`config.mk`:
```
export PLATFORM = sky130hd
export DESIGN_NAME = dac_reference_control
export DESIGN_NICKNAME = d
export VERILOG_FILES = /design/src/common/ladder_ref_pkg.sv /design/src/design/dac_reference_control.sv
export VERILOG_INCLUDE_DIRS = /design/src /design/src/common
export SDC_FILE = /design/constraint.sdc
export NUM_CORES = 1
export LEC_CHECK = 0
export ABC_CLOCK_PERIOD_IN_PS = 3100
export BUFFER_PORTS_ARGS = -buffer_cell sky130_fd_sc_hd__buf_2
export CAP_MARGIN = 20
export CORE_MARGIN = 5
export CORE_UTILIZATION = 40
export CTS_CLUSTER_SIZE = 12
export DETAILED_ROUTE_END_ITERATION = 6
export PLACE_DENSITY_LB_ADDON = 0.15
export SYNTH_ARGS = -nofsm -noshare
export SYNTH_HDL_FRONTEND = slang
export SYNTH_SLANG_ARGS = --single-unit
```
`constraint.sdc`:
```
create_clock -name ref_clk -period 3.1 [get_ports ref_clk]
set_clock_uncertainty 0.2 [all_clocks]
set_input_delay 0.62 -clock ref_clk [delete_from_list [all_inputs] [get_ports ref_clk]]
set_output_delay 0.62 -clock ref_clk [all_outputs]
set_load 0.01 [all_outputs]
```
`src/common/ladder_ref_consts.svh`:
```
// Purpose: Offsets, field positions, reset values for the reference ladder control
// Assumes: Register bus with byte-wide registers in the low bits of the data word
// Notes:   Offsets are local choices; bit positions follow the register layout
`ifndef LADDER_REF_CONSTS_SVH
`define LADDER_REF_CONSTS_SVH

`define LADDER_ADDR_W          4
`define LADDER_CONTROL_OFS     4'h0
`define LADDER_LEVEL_OFS       4'h1
`define LADDER_DATA_W          8
`define LADDER_CONTROL_RESET   8'h00
`define LADDER_LEVEL_RESET     8'h00
`define LADDER_CONTROL_MASK    8'hED
`define LADDER_LEVEL_MASK      8'h1F
`define LADDER_ENABLE_BIT      7
`define LADDER_LPS_BIT         6
`define LADDER_PIN_OE_BIT      5
`define LADDER_PSS_HI          3
`define LADDER_PSS_LO          2
`define LADDER_NSS_BIT         0
`define LADDER_CODE_HI         4
`define LADDER_TAPS            32

`endif

```
`src/common/ladder_ref_pkg.sv`:
```
// Purpose: Types shared by the reference ladder control
// Assumes: Constants come from ladder_ref_consts.svh
// Notes:   Source codes match the two-bit positive source field
package ladder_ref_pkg;

    typedef enum logic [1:0] {
        POS_SUPPLY   = 2'h0,
        POS_EXT_REF  = 2'h1,
        POS_FIXED    = 2'h2,
        POS_RESERVED = 2'h3
    } pos_source_e;

    typedef struct packed {
        logic        ladder_enable;
        logic        low_power_side_select;
        logic        level_pin_output_enable;
        pos_source_e positive_source_select;
        logic        negative_source_select;
    } ladder_cfg_s;

    // Analog switch controls toward the ladder
    typedef struct packed {
        logic [2:0]  pos_sel_onehot;  // supply, external ref, fixed ref
        logic        neg_ext_sel;
        logic        neg_gnd_sel;
        logic        pos_connect;
        logic        neg_connect;
        logic [31:0] tap_sel;
        logic        pin_connect;
    } ladder_switch_s;

endpackage

```
`src/design/dac_reference_control.sv`:
```
// Purpose: Register control for a 32-tap resistor-ladder voltage reference
// Assumes: Single clock; register port with read data one cycle after the strobe
// Notes:   Analog ladder is outside; this block drives its switch selects
// Operation
// - Control bit 7 enables the ladder, cleared disables it.
// - Control bit 6 picks low-power side: one keeps positive, zero keeps negative.
// - Control bit 5 connects level to the dedicated output pin.
// - Positive source field bits 3:2: supply, external, fixed reference; 11 reserved.
// - Control bit 0 selects external negative reference, else ground.
// - Level bits 4:0 pick one of 32 taps between the two sources.
// - Unused bits ignore writes and read as zero.
// - Any device reset clears both control registers.
// - Sleep wake-up leaves the control register unchanged.
// - Pin carrying the level overrides digital buffers and reads zero.
// - Low-power select set drops negative source, cleared drops positive.
//
// The register offsets and strobed register access were decided locally.
`timescale 1ns/100ps
`include "ladder_ref_consts.svh"

module dac_reference_control #(
    parameter int ADDR_W = `LADDER_ADDR_W,
    parameter int DATA_W = 32
) (
    input  wire logic                         ref_clk,
    input  wire logic                         rst,
    input  wire logic                         clk_en,
    input  wire logic [ADDR_W-1:0]            reg_addr,
    input  wire logic [DATA_W-1:0]            reg_wdata,
    input  wire logic                         reg_write,
    input  wire logic                         reg_read,
    output logic      [DATA_W-1:0]            reg_rdata,
    input  wire logic                         pin_digital_in,
    input  wire logic                         pin_digital_out,
    input  wire logic                         pin_digital_oe,
    output logic                              pin_read_value,
    output logic                              pin_driver_out,
    output logic                              pin_driver_oe,
    output logic                              pin_input_detect_en,
    output ladder_ref_pkg::ladder_switch_s    ladder_switch,
    output ladder_ref_pkg::ladder_cfg_s       ladder_cfg
);

    logic [7:0]        control_reg;
    logic [7:0]        level_reg;
    logic [DATA_W-1:0] rdata_reg;
    logic [DATA_W-1:0] rdata_next;

    // Address decode
    wire hit_control = (reg_addr == `LADDER_CONTROL_OFS);
    wire hit_level   = (reg_addr == `LADDER_LEVEL_OFS);
    wire wr_control  = clk_en && reg_write && hit_control;
    wire wr_level    = clk_en && reg_write && hit_level;

    // unused bits masked
    // Masking on write keeps unused flops at zero so reads need no extra gating
    wire [7:0] control_next = reg_wdata[7:0] & `LADDER_CONTROL_MASK;
    wire [7:0] level_next   = reg_wdata[7:0] & `LADDER_LEVEL_MASK;

    // write edge update
    // Only reset or a write changes the registers; sleep and wake have no path here
    always_ff @(posedge ref_clk or posedge rst) begin
        if (rst) begin
            control_reg <= `LADDER_CONTROL_RESET;
            level_reg   <= `LADDER_LEVEL_RESET;
        end else begin
            if (wr_control) begin
                control_reg <= control_next;
            end
            if (wr_level) begin
                level_reg <= level_next;
            end
        end
    end

    // Read mux; unmapped offsets answer zero
    always_comb begin
        rdata_next = '0;
        if (hit_control) begin
            rdata_next[7:0] = control_reg;
        end else if (hit_level) begin
            rdata_next[7:0] = level_reg;
        end
    end

    // Read data held from the strobe until the next clk_en cycle, then cleared
    always_ff @(posedge ref_clk or posedge rst) begin
        if (rst) begin
            rdata_reg <= '0;
        end else if (clk_en) begin
            rdata_reg <= reg_read ? rdata_next : '0;
        end
    end
    assign reg_rdata = rdata_reg;

    // Field unpack
    // ladder enable
    assign ladder_cfg.ladder_enable           = control_reg[`LADDER_ENABLE_BIT];
    assign ladder_cfg.low_power_side_select   = control_reg[`LADDER_LPS_BIT];
    assign ladder_cfg.level_pin_output_enable = control_reg[`LADDER_PIN_OE_BIT];
    assign ladder_cfg.positive_source_select  =
        ladder_ref_pkg::pos_source_e'(control_reg[`LADDER_PSS_HI:`LADDER_PSS_LO]);
    assign ladder_cfg.negative_source_select  = control_reg[`LADDER_NSS_BIT];

    wire [4:0] level_code = level_reg[`LADDER_CODE_HI:0];

    // positive source decode
    // Reserved code connects nothing rather than shorting two sources
    assign ladder_switch.pos_sel_onehot[0] = (ladder_cfg.positive_source_select == ladder_ref_pkg::POS_SUPPLY);
    assign ladder_switch.pos_sel_onehot[1] = (ladder_cfg.positive_source_select == ladder_ref_pkg::POS_EXT_REF);
    assign ladder_switch.pos_sel_onehot[2] = (ladder_cfg.positive_source_select == ladder_ref_pkg::POS_FIXED);

    assign ladder_switch.neg_ext_sel = ladder_cfg.negative_source_select;
    assign ladder_switch.neg_gnd_sel = !ladder_cfg.negative_source_select;

    // side kept when off
    // Enabled ladder ties both ends; disabled keeps only the chosen side
    assign ladder_switch.pos_connect = ladder_cfg.ladder_enable || ladder_cfg.low_power_side_select;
    assign ladder_switch.neg_connect = ladder_cfg.ladder_enable || !ladder_cfg.low_power_side_select;

    // tap decode
    // One-hot tap select; code 0 sits at the negative end, 31 one step below positive
    genvar t;
    generate
        for (t = 0; t < `LADDER_TAPS; t++) begin : g_tap
            assign ladder_switch.tap_sel[t] = (level_code == 5'(t));
        end
    endgenerate

    assign ladder_switch.pin_connect = ladder_cfg.level_pin_output_enable;

    // pin override
    // While routed, digital driver and input detector are forced off and reads give zero
    assign pin_driver_oe       = pin_digital_oe && !ladder_cfg.level_pin_output_enable;
    assign pin_driver_out      = pin_digital_out && !ladder_cfg.level_pin_output_enable;
    assign pin_input_detect_en = !ladder_cfg.level_pin_output_enable;
    assign pin_read_value      = pin_digital_in && !ladder_cfg.level_pin_output_enable;

endmodule

```
Word level (Yosys, flattened, before mapping)
Cells that the tools add are included.
{"block": "word_totals", "wordCells": 54, "latchBits": 0, "n_memories": 0, "mem_bits_ro": 0, "reg_bits": 43, "inputBits": 44, "output_inout_bits": 82, "ram_bits": 0}
{"block": "op_classes", "n_bitwise": 0, "div": 0, "n_reduce_logical": 14, "eq_ne": 34, "n_mul": 0, "shift": 0, "order_cmp": 0, "add_sub_neg": 0, "mux": 3}
{"op": "5-bit equality test (second input constant)", "count": 16}
{"op": "5-bit by 4-bit equality test with 1-bit output (second input constant)", "count": 8}
{"op": "5-bit by 3-bit equality test with 1-bit output (second input constant)", "count": 4}
{"op": "8-bit two-way mux", "count": 2}
{"op": "5-bit by 2-bit equality test with 1-bit output (second input constant)", "count": 2}
{"op": "1-bit logical AND", "count": 6}
{"op": "5-bit by 1-bit equality test with 1-bit output (second input constant)", "count": 1}
{"op": "5-bit zero test", "count": 1}
{"op": "5-bit two-way mux", "count": 1}
{"op": "4-bit by 1-bit equality test with 1-bit output (second input constant)", "count": 1}
{"op": "4-bit zero test", "count": 1}
{"op": "1-bit zero test", "count": 3}
{"op": "2-bit by 1-bit equality test with 1-bit output (second input constant)", "count": 1}
{"op": "2-bit equality test (second input constant)", "count": 1}
{"op": "2-bit zero test", "count": 1}
{"op": "1-bit logical OR", "count": 2}

Logic depth before layout (Yosys ltp)
Gate-level depths: netlist of run 1.
{"block": "logic_depth", "word_depth": 4, "ltp_mapped": 4, "ltp_nobuf": 3}

Least setup slack after synthesis of run 1
No wires, ideal clock.
{"block": "synth_path", "path_kind": "register to output", "from": "register level_reg[4]", "to": "output ladder_switch[10] (netlist bit)", "stages_incl_launch_ff": 4, "t_required_ns": 2.280, "path_buffers": 1, "arrival_time_ns": 1.162, "path_slack_ns": 1.118, "cell_sequence": "dfrtp_1 -> buf_2 -> or3b_2 -> nor2_1"}
{"element": "start, declared", "line_no": "dac_reference_control.sv:45", "text": "logic [7:0] level_reg;"}
{"element": "start signal, assigned", "line_no": "dac_reference_control.sv:65", "text": "level_reg <= `LADDER_LEVEL_RESET;"}
{"element": "start signal, assigned", "line_no": "dac_reference_control.sv:71", "text": "level_reg <= level_next;"}
{"element": "end, declared", "line_no": "dac_reference_control.sv:40", "text": "output ladder_ref_pkg::ladder_switch_s ladder_switch,"}

==> results.tsv, run 1 <==
metric	value	unit
nNetsFinal	270	
antenna_found_initial	0	
grt_pass1_wl	4750	um
slew_headroom	0.515	
reg2reg_slack	1.84	ns
viasPerCell	4.42	
cts_tree	built	
hold_path_class	in -> async	
p_int	447	uW
crit_fanout	10	
ctsResizeCount	0	
worst_r2r_endpoint	reg_rdata[3]	
multi_input_area	683	sq um
pwr-share-seq	0.451	
grt_pass1_vias	1103	
dp.cells	267	
setup_ws	0.717	ns
num_antenna_cells	0	
post_drt_wl_per_cell	11.9	um
synth.cell_area	1350	sq um
fin_crit	2.38	ns
rr_worst_depth	3	
switching_share	0.379	
drive_above_1_share	0.458	
initialDrtViolationCount	25	
final_cells	271	
finalHoldViolations	0	
comb_power_share	0.386	
core.rowCount	21	
drtAntennaViolNets	0	
die_w	68.0	um
wl	3210	um
initial_core_util	0.410	
grt_usage	0.132	
cts_buffers	3	
critPathKind	reg -> out	
max-vdd-ir-drop	191	uV
status	finished clean	
place_ws	0.979	ns
num_vias	1197	
rsz0062_at_grt	false	
max_clock_freq	420	MHz
finalCritPeriodShare	0.769	
start_kind	register	
place_congestion	0.789	
avgSynthCellArea	8.68	sq um
fp.dieH	68.0	um
synth_cell_types	22	
ios	126	
slew_violations	0	
h-tree-depth	1	
dr.pass1.iters	3	
tightestPinTransition	0.726	ns
hold_slack	0.237	ns
synthToLayoutAreaGrowth	24.1	%
arrival	1.56	ns
fin_total_pwr	720	uW
end_kind	output port	
holdBufCountCts	0	
fill_cells	342	
p_sw	272	uW
fp.dieArea	4620	sq um
drc	0	
cts_setup_buffers	0	
grt_max_degree	20	
clock-sinks	19	
seq_area_frac_synth	0.353	
io_buffers	77	
cts_max_path_buffers	2	
cellPowerDensity	431	nW/um^2
setup_tns	0	ns
seqCellArea	475	sq um
cts_root_buf	clkbuf_4	
grt_overflow_total	0	
maxCapViolations	0	
r2r_start	level_reg[3]	
largest_reg_flops	8	
hpwl	2660	um
crit_required	2.28	ns
ys_ff_latch	19	
core	3280	sq um
yosys_warnings	0	
syn_inst	155	
path_clk_slew	0.10	ns
clk_latency	0.28	ns
setup_viol	0	
pwr-share-clk	0.163	
total_leakage_power	0.931	nW
==> Yosys cell counts <==
library cell	count	area [sq um]
nand2_1	8	30.0
dfrtp_1	19	475
nor4_4	2	42.5
nor2_1	34	128
or3_1	1	6.26
o22ai_1	5	31.3
nor2b_1	5	31.3
nand2b_1	4	25.0
or2_2	2	12.5
or3b_2	2	17.5
inv_1	11	41.3
o21ai_0	3	15.0
nand3b_4	1	20.0
buf_2	2	10.0
buf_4	27	203
nand3_2	1	10.0
clkbuf_1	5	18.8
nor4b_4	1	23.8
nand3b_1	3	22.5
nand3_1	4	20.0
conb_1	1	3.75
mux2_2	14	158
==> kinds of logic (layout without fill, tap and decap cells) <==
family | Yosys count | count (layout) | synth area share
other | 1 | 24 | 0.00279
flip-flops | 19 | 19 | 0.353
AO/OA/AOI/OAI | 8 | 8 | 0.0344
multiplexers | 14 | 14 | 0.117
buffers and inverters | 45 | 92 | 0.203
AND/OR/NAND/NOR | 68 | 68 | 0.289
==> through the flow <==
| stage | area [sq um] | utilization |
|---|---|---|
| after floorplan | 1430 | - |
| after global placement | 1640 | 0.500 |
| after detailed placement | 1640 | 0.500 |
| after CTS | 1670 | 0.508 |
| after global routing | 1670 | 0.508 |
| final | 1670 | 0.508 |
==> layout make-up <==
type                    instances  share of cell area
clock buffers                   4              0.0157
inverters                      11              0.0247
multi-input cells             114               0.409
flip-flops and latches         19               0.285
well taps                      46              0.0345
repair buffers                 77               0.231
==> layout by cell type, fill, tap and decap left out, drive strengths merged <==
| cell | count |
|---|---|
| buf | 77 |
| clkbuf | 4 |
| conb | 24 |
| dfrtp | 19 |
| inv | 11 |
| mux2 | 14 |
| nand2 | 8 |
| nand2b | 4 |
| nand3 | 5 |
| nand3b | 4 |
| nor2 | 34 |
| nor2b | 5 |
| nor4 | 2 |
| nor4b | 1 |
| o21ai | 3 |
| o22ai | 5 |
| or2 | 2 |
| or3 | 1 |
| or3b | 2 |
==> power by group through the flow <==
stage / Combinational, mW / Clock (mW) / Sequential (mW)
5_1_grt: 0.309 / 0.137 / 0.333
6_report: 0.278 / 0.117 / 0.324
3_5_place_dp: 0.280 / 0 / 0.330
2_1_floorplan: 0.216 / 0 / 0.314
4_1_cts: 0.281 / 0.128 / 0.326
3_3_place_gp: 0.280 / 0 / 0.329
==> critical path, cell delays in order (launching register included) <==
cell	delay, ns
dfrtp_1	0.48
or3b_2	0.55
nor2_1	0.11
buf_2	0.14
==> routing by layer <==
metal / GRT usage / part of all wire / up-vias
li1: - / - / 587
met1: 0.159 / 0.40 / 532
met2: 0.237 / 0.45 / 78
met3: 0.0312 / 0.15 / 0
met4: 0.0298 / 0 / 0
met5: 0 / 0 / -
==> how the worst max path moves through the flow <==
stage                             from                 to  cells past startpoint
after floorplan           level_reg[4]  ladder_switch[10]                      3
after global placement          clk_en       level_reg[2]                      4
after detailed placement        clk_en       level_reg[3]                      4
after CTS                 level_reg[3]  ladder_switch[20]                      3
after global routing      level_reg[3]  ladder_switch[11]                      3
final                     level_reg[3]  ladder_switch[20]                      3
No activity file was read; power rests on OpenSTA's default activity.
==> run 2, diff against run 1 <==
--- a/config.mk
+++ b/config.mk
@@ -6,11 +6,11 @@
 export SDC_FILE = /design/constraint.sdc
 export NUM_CORES = 1
 export LEC_CHECK = 0
-export ABC_CLOCK_PERIOD_IN_PS = 3100
+export ABC_CLOCK_PERIOD_IN_PS = 2400
 export BUFFER_PORTS_ARGS = -buffer_cell sky130_fd_sc_hd__buf_2
 export CAP_MARGIN = 20
 export CORE_MARGIN = 5
-export CORE_UTILIZATION = 40
+export CORE_UTILIZATION = 37
 export CTS_CLUSTER_SIZE = 12
 export DETAILED_ROUTE_END_ITERATION = 6
 export PLACE_DENSITY_LB_ADDON = 0.15
==> constraint.sdc (replaced) <==
create_clock -name ref_clk -period 2.4 [get_ports ref_clk]
set_clock_uncertainty 0.2 [all_clocks]
set_input_delay 0.48 -clock ref_clk [delete_from_list [all_inputs] [get_ports ref_clk]]
set_output_delay 0.48 -clock ref_clk [all_outputs]
set_load 0.01 [all_outputs]
==> run 2 against run 1 <==
  * Combinational power grew 29%
  * Clock-buffer cell count stayed put
  * Non-clock buffer count rose by 1
  * Global-route usage fell by 0.63 points
  * Utilization decreased by 3.9 points
  * Register-to-register slack worse by 0.69 ns
  * Hold slack lost 0.16 ns
  * Flip-flop and latch count did not move
  * Die area grew 6.9%
  * Total power grew 30%
  * Sequential share of layout area decreased by 0.17 points
  * Sequential power rose by 29%
==> results.tsv, run 2 (synthesized netlist as in run 1, its figures left out) <==
metric	value	unit
drtAntennaViolNets	0	
num_antenna_cells	0	
cts_buffers	3	
cts_root_buf	clkbuf_4	
fp.dieH	70.3	um
rr_worst_depth	3	
initialDrtViolationCount	36	
place_congestion	0.804	
pwr-share-seq	0.447	
p_sw	360	uW
grt_max_degree	20	
crit_fanout	10	
num_vias	1186	
setup_viol	0	
fp.dieArea	4940	sq um
core.rowCount	22	
antenna_found_initial	0	
holdBufCountCts	0	
start_kind	register	
total_leakage_power	0.936	nW
p_int	579	uW
arrival	1.57	ns
fill_cells	386	
worst_r2r_endpoint	reg_rdata[3]	
hold_path_class	in -> async	
cts_setup_buffers	0	
synthToLayoutAreaGrowth	24.8	%
multi_input_area	683	sq um
tightestPinTransition	0.708	ns
layout_common_cells	77 x buf_2, 34 x nor2_1, 24 x conb_1	
h-tree-depth	1	
switching_share	0.384	
io_buffers	77	
cellPowerDensity	559	nW/um^2
crit_required	1.72	ns
initial_core_util	0.376	
r2r_start	level_reg[3]	
clk_latency	0.29	ns
fin_crit	2.25	ns
nNetsFinal	271	
clock-sinks	19	
ctsResizeCount	0	
place_area	1650	sq um
finalCritPeriodShare	0.936	
maxCapViolations	0	
seqCellArea	475	sq um
reg2reg_slack	1.15	ns
post_drt_wl_per_cell	12.0	um
largest_reg_flops	8	
drive_above_1_share	0.460	
ios	126	
stdcell_area	1680	sq um
fin_total_pwr	939	uW
slew_violations	0	
max-vdd-ir-drop	330	uV
final_common_cell	buf_2	
path_clk_slew	0.10	ns
hpwl	2680	um
place_ws	0.478	ns
grt_usage	0.126	
comb_power_share	0.383	
slew_headroom	0.528	
dr.pass1.iters	4	
grt_pass1_vias	1113	
final_cells	274	
finalHoldViolations	0	
viasPerCell	4.33	
status	finished clean	
cts_tree	built	
die_w	70.3	um
max_clock_freq	445	MHz
grt_overflow_total	0	
cts_max_path_buffers	2	
drc	0	
critPathKind	reg -> out	
dp.cells	270	
end_kind	output port	
setup_ws	0.153	ns
grt_pass1_wl	5200	um
wl	3300	um
setup_tns	0	ns
rsz0062_at_grt	false	
pwr-share-clk	0.171	
core	3580	sq um
## run 2: changes by cell type in the layout (fill, tap and decap cells not counted), sizes merged
cell,before,now
buf,77,78
## run 2: power by group through the flow
stage               Clock (mW)  Combinational (mW)  Sequential (mW)
global placement             0               0.362            0.428
CTS                      0.166               0.364            0.422
global route             0.177               0.396            0.435
finish                   0.160               0.359            0.419
detailed placement           0               0.363            0.428
floorplan                    0               0.279            0.406
## run 2: stage by stage
stage               hold WS, ns   util
detailed placement        0.319  0.462
global route              0.144  0.469
floorplan                 0.231      -
finish                   0.0802  0.469
CTS                       0.106  0.469
global placement          0.321  0.462
## run 2: worst max-delay path by stage
stage,start,end,slack [ns],cells past startpoint
2_1_floorplan,level_reg[4],ladder_switch[10],0.56,3
3_3_place_gp,level_reg[3],ladder_switch[18],0.48,3
3_5_place_dp,level_reg[3],ladder_switch[10],0.48,3
4_1_cts,level_reg[3],ladder_switch[10],0.14,3
5_1_grt,level_reg[3],ladder_switch[10],0.01,3
6_report,level_reg[3],ladder_switch[19],0.15,3
## run 2: area by class of cell
class,instances,share of cell area
tap,48,0.0358
timing repair buffer,78,0.234
multi-input combinational,114,0.407
sequential,19,0.283
clock buffer,4,0.0156
inverter,11,0.0246
## run 2: worst max-delay path, stage by stage (launching register included)
cell,delay [ns]
dfrtp_1,0.48
or3b_2,0.55
nor2_1,0.10
buf_2,0.14
## run 2: routing by layer
metal	global-route usage	vias to the layer above	part of all wire
li1	-	586	-
met1	0.177	526	0.46
met2	0.187	74	0.42
met3	0.0432	0	0.13
met4	0.0255	0	0
met5	0	-	0
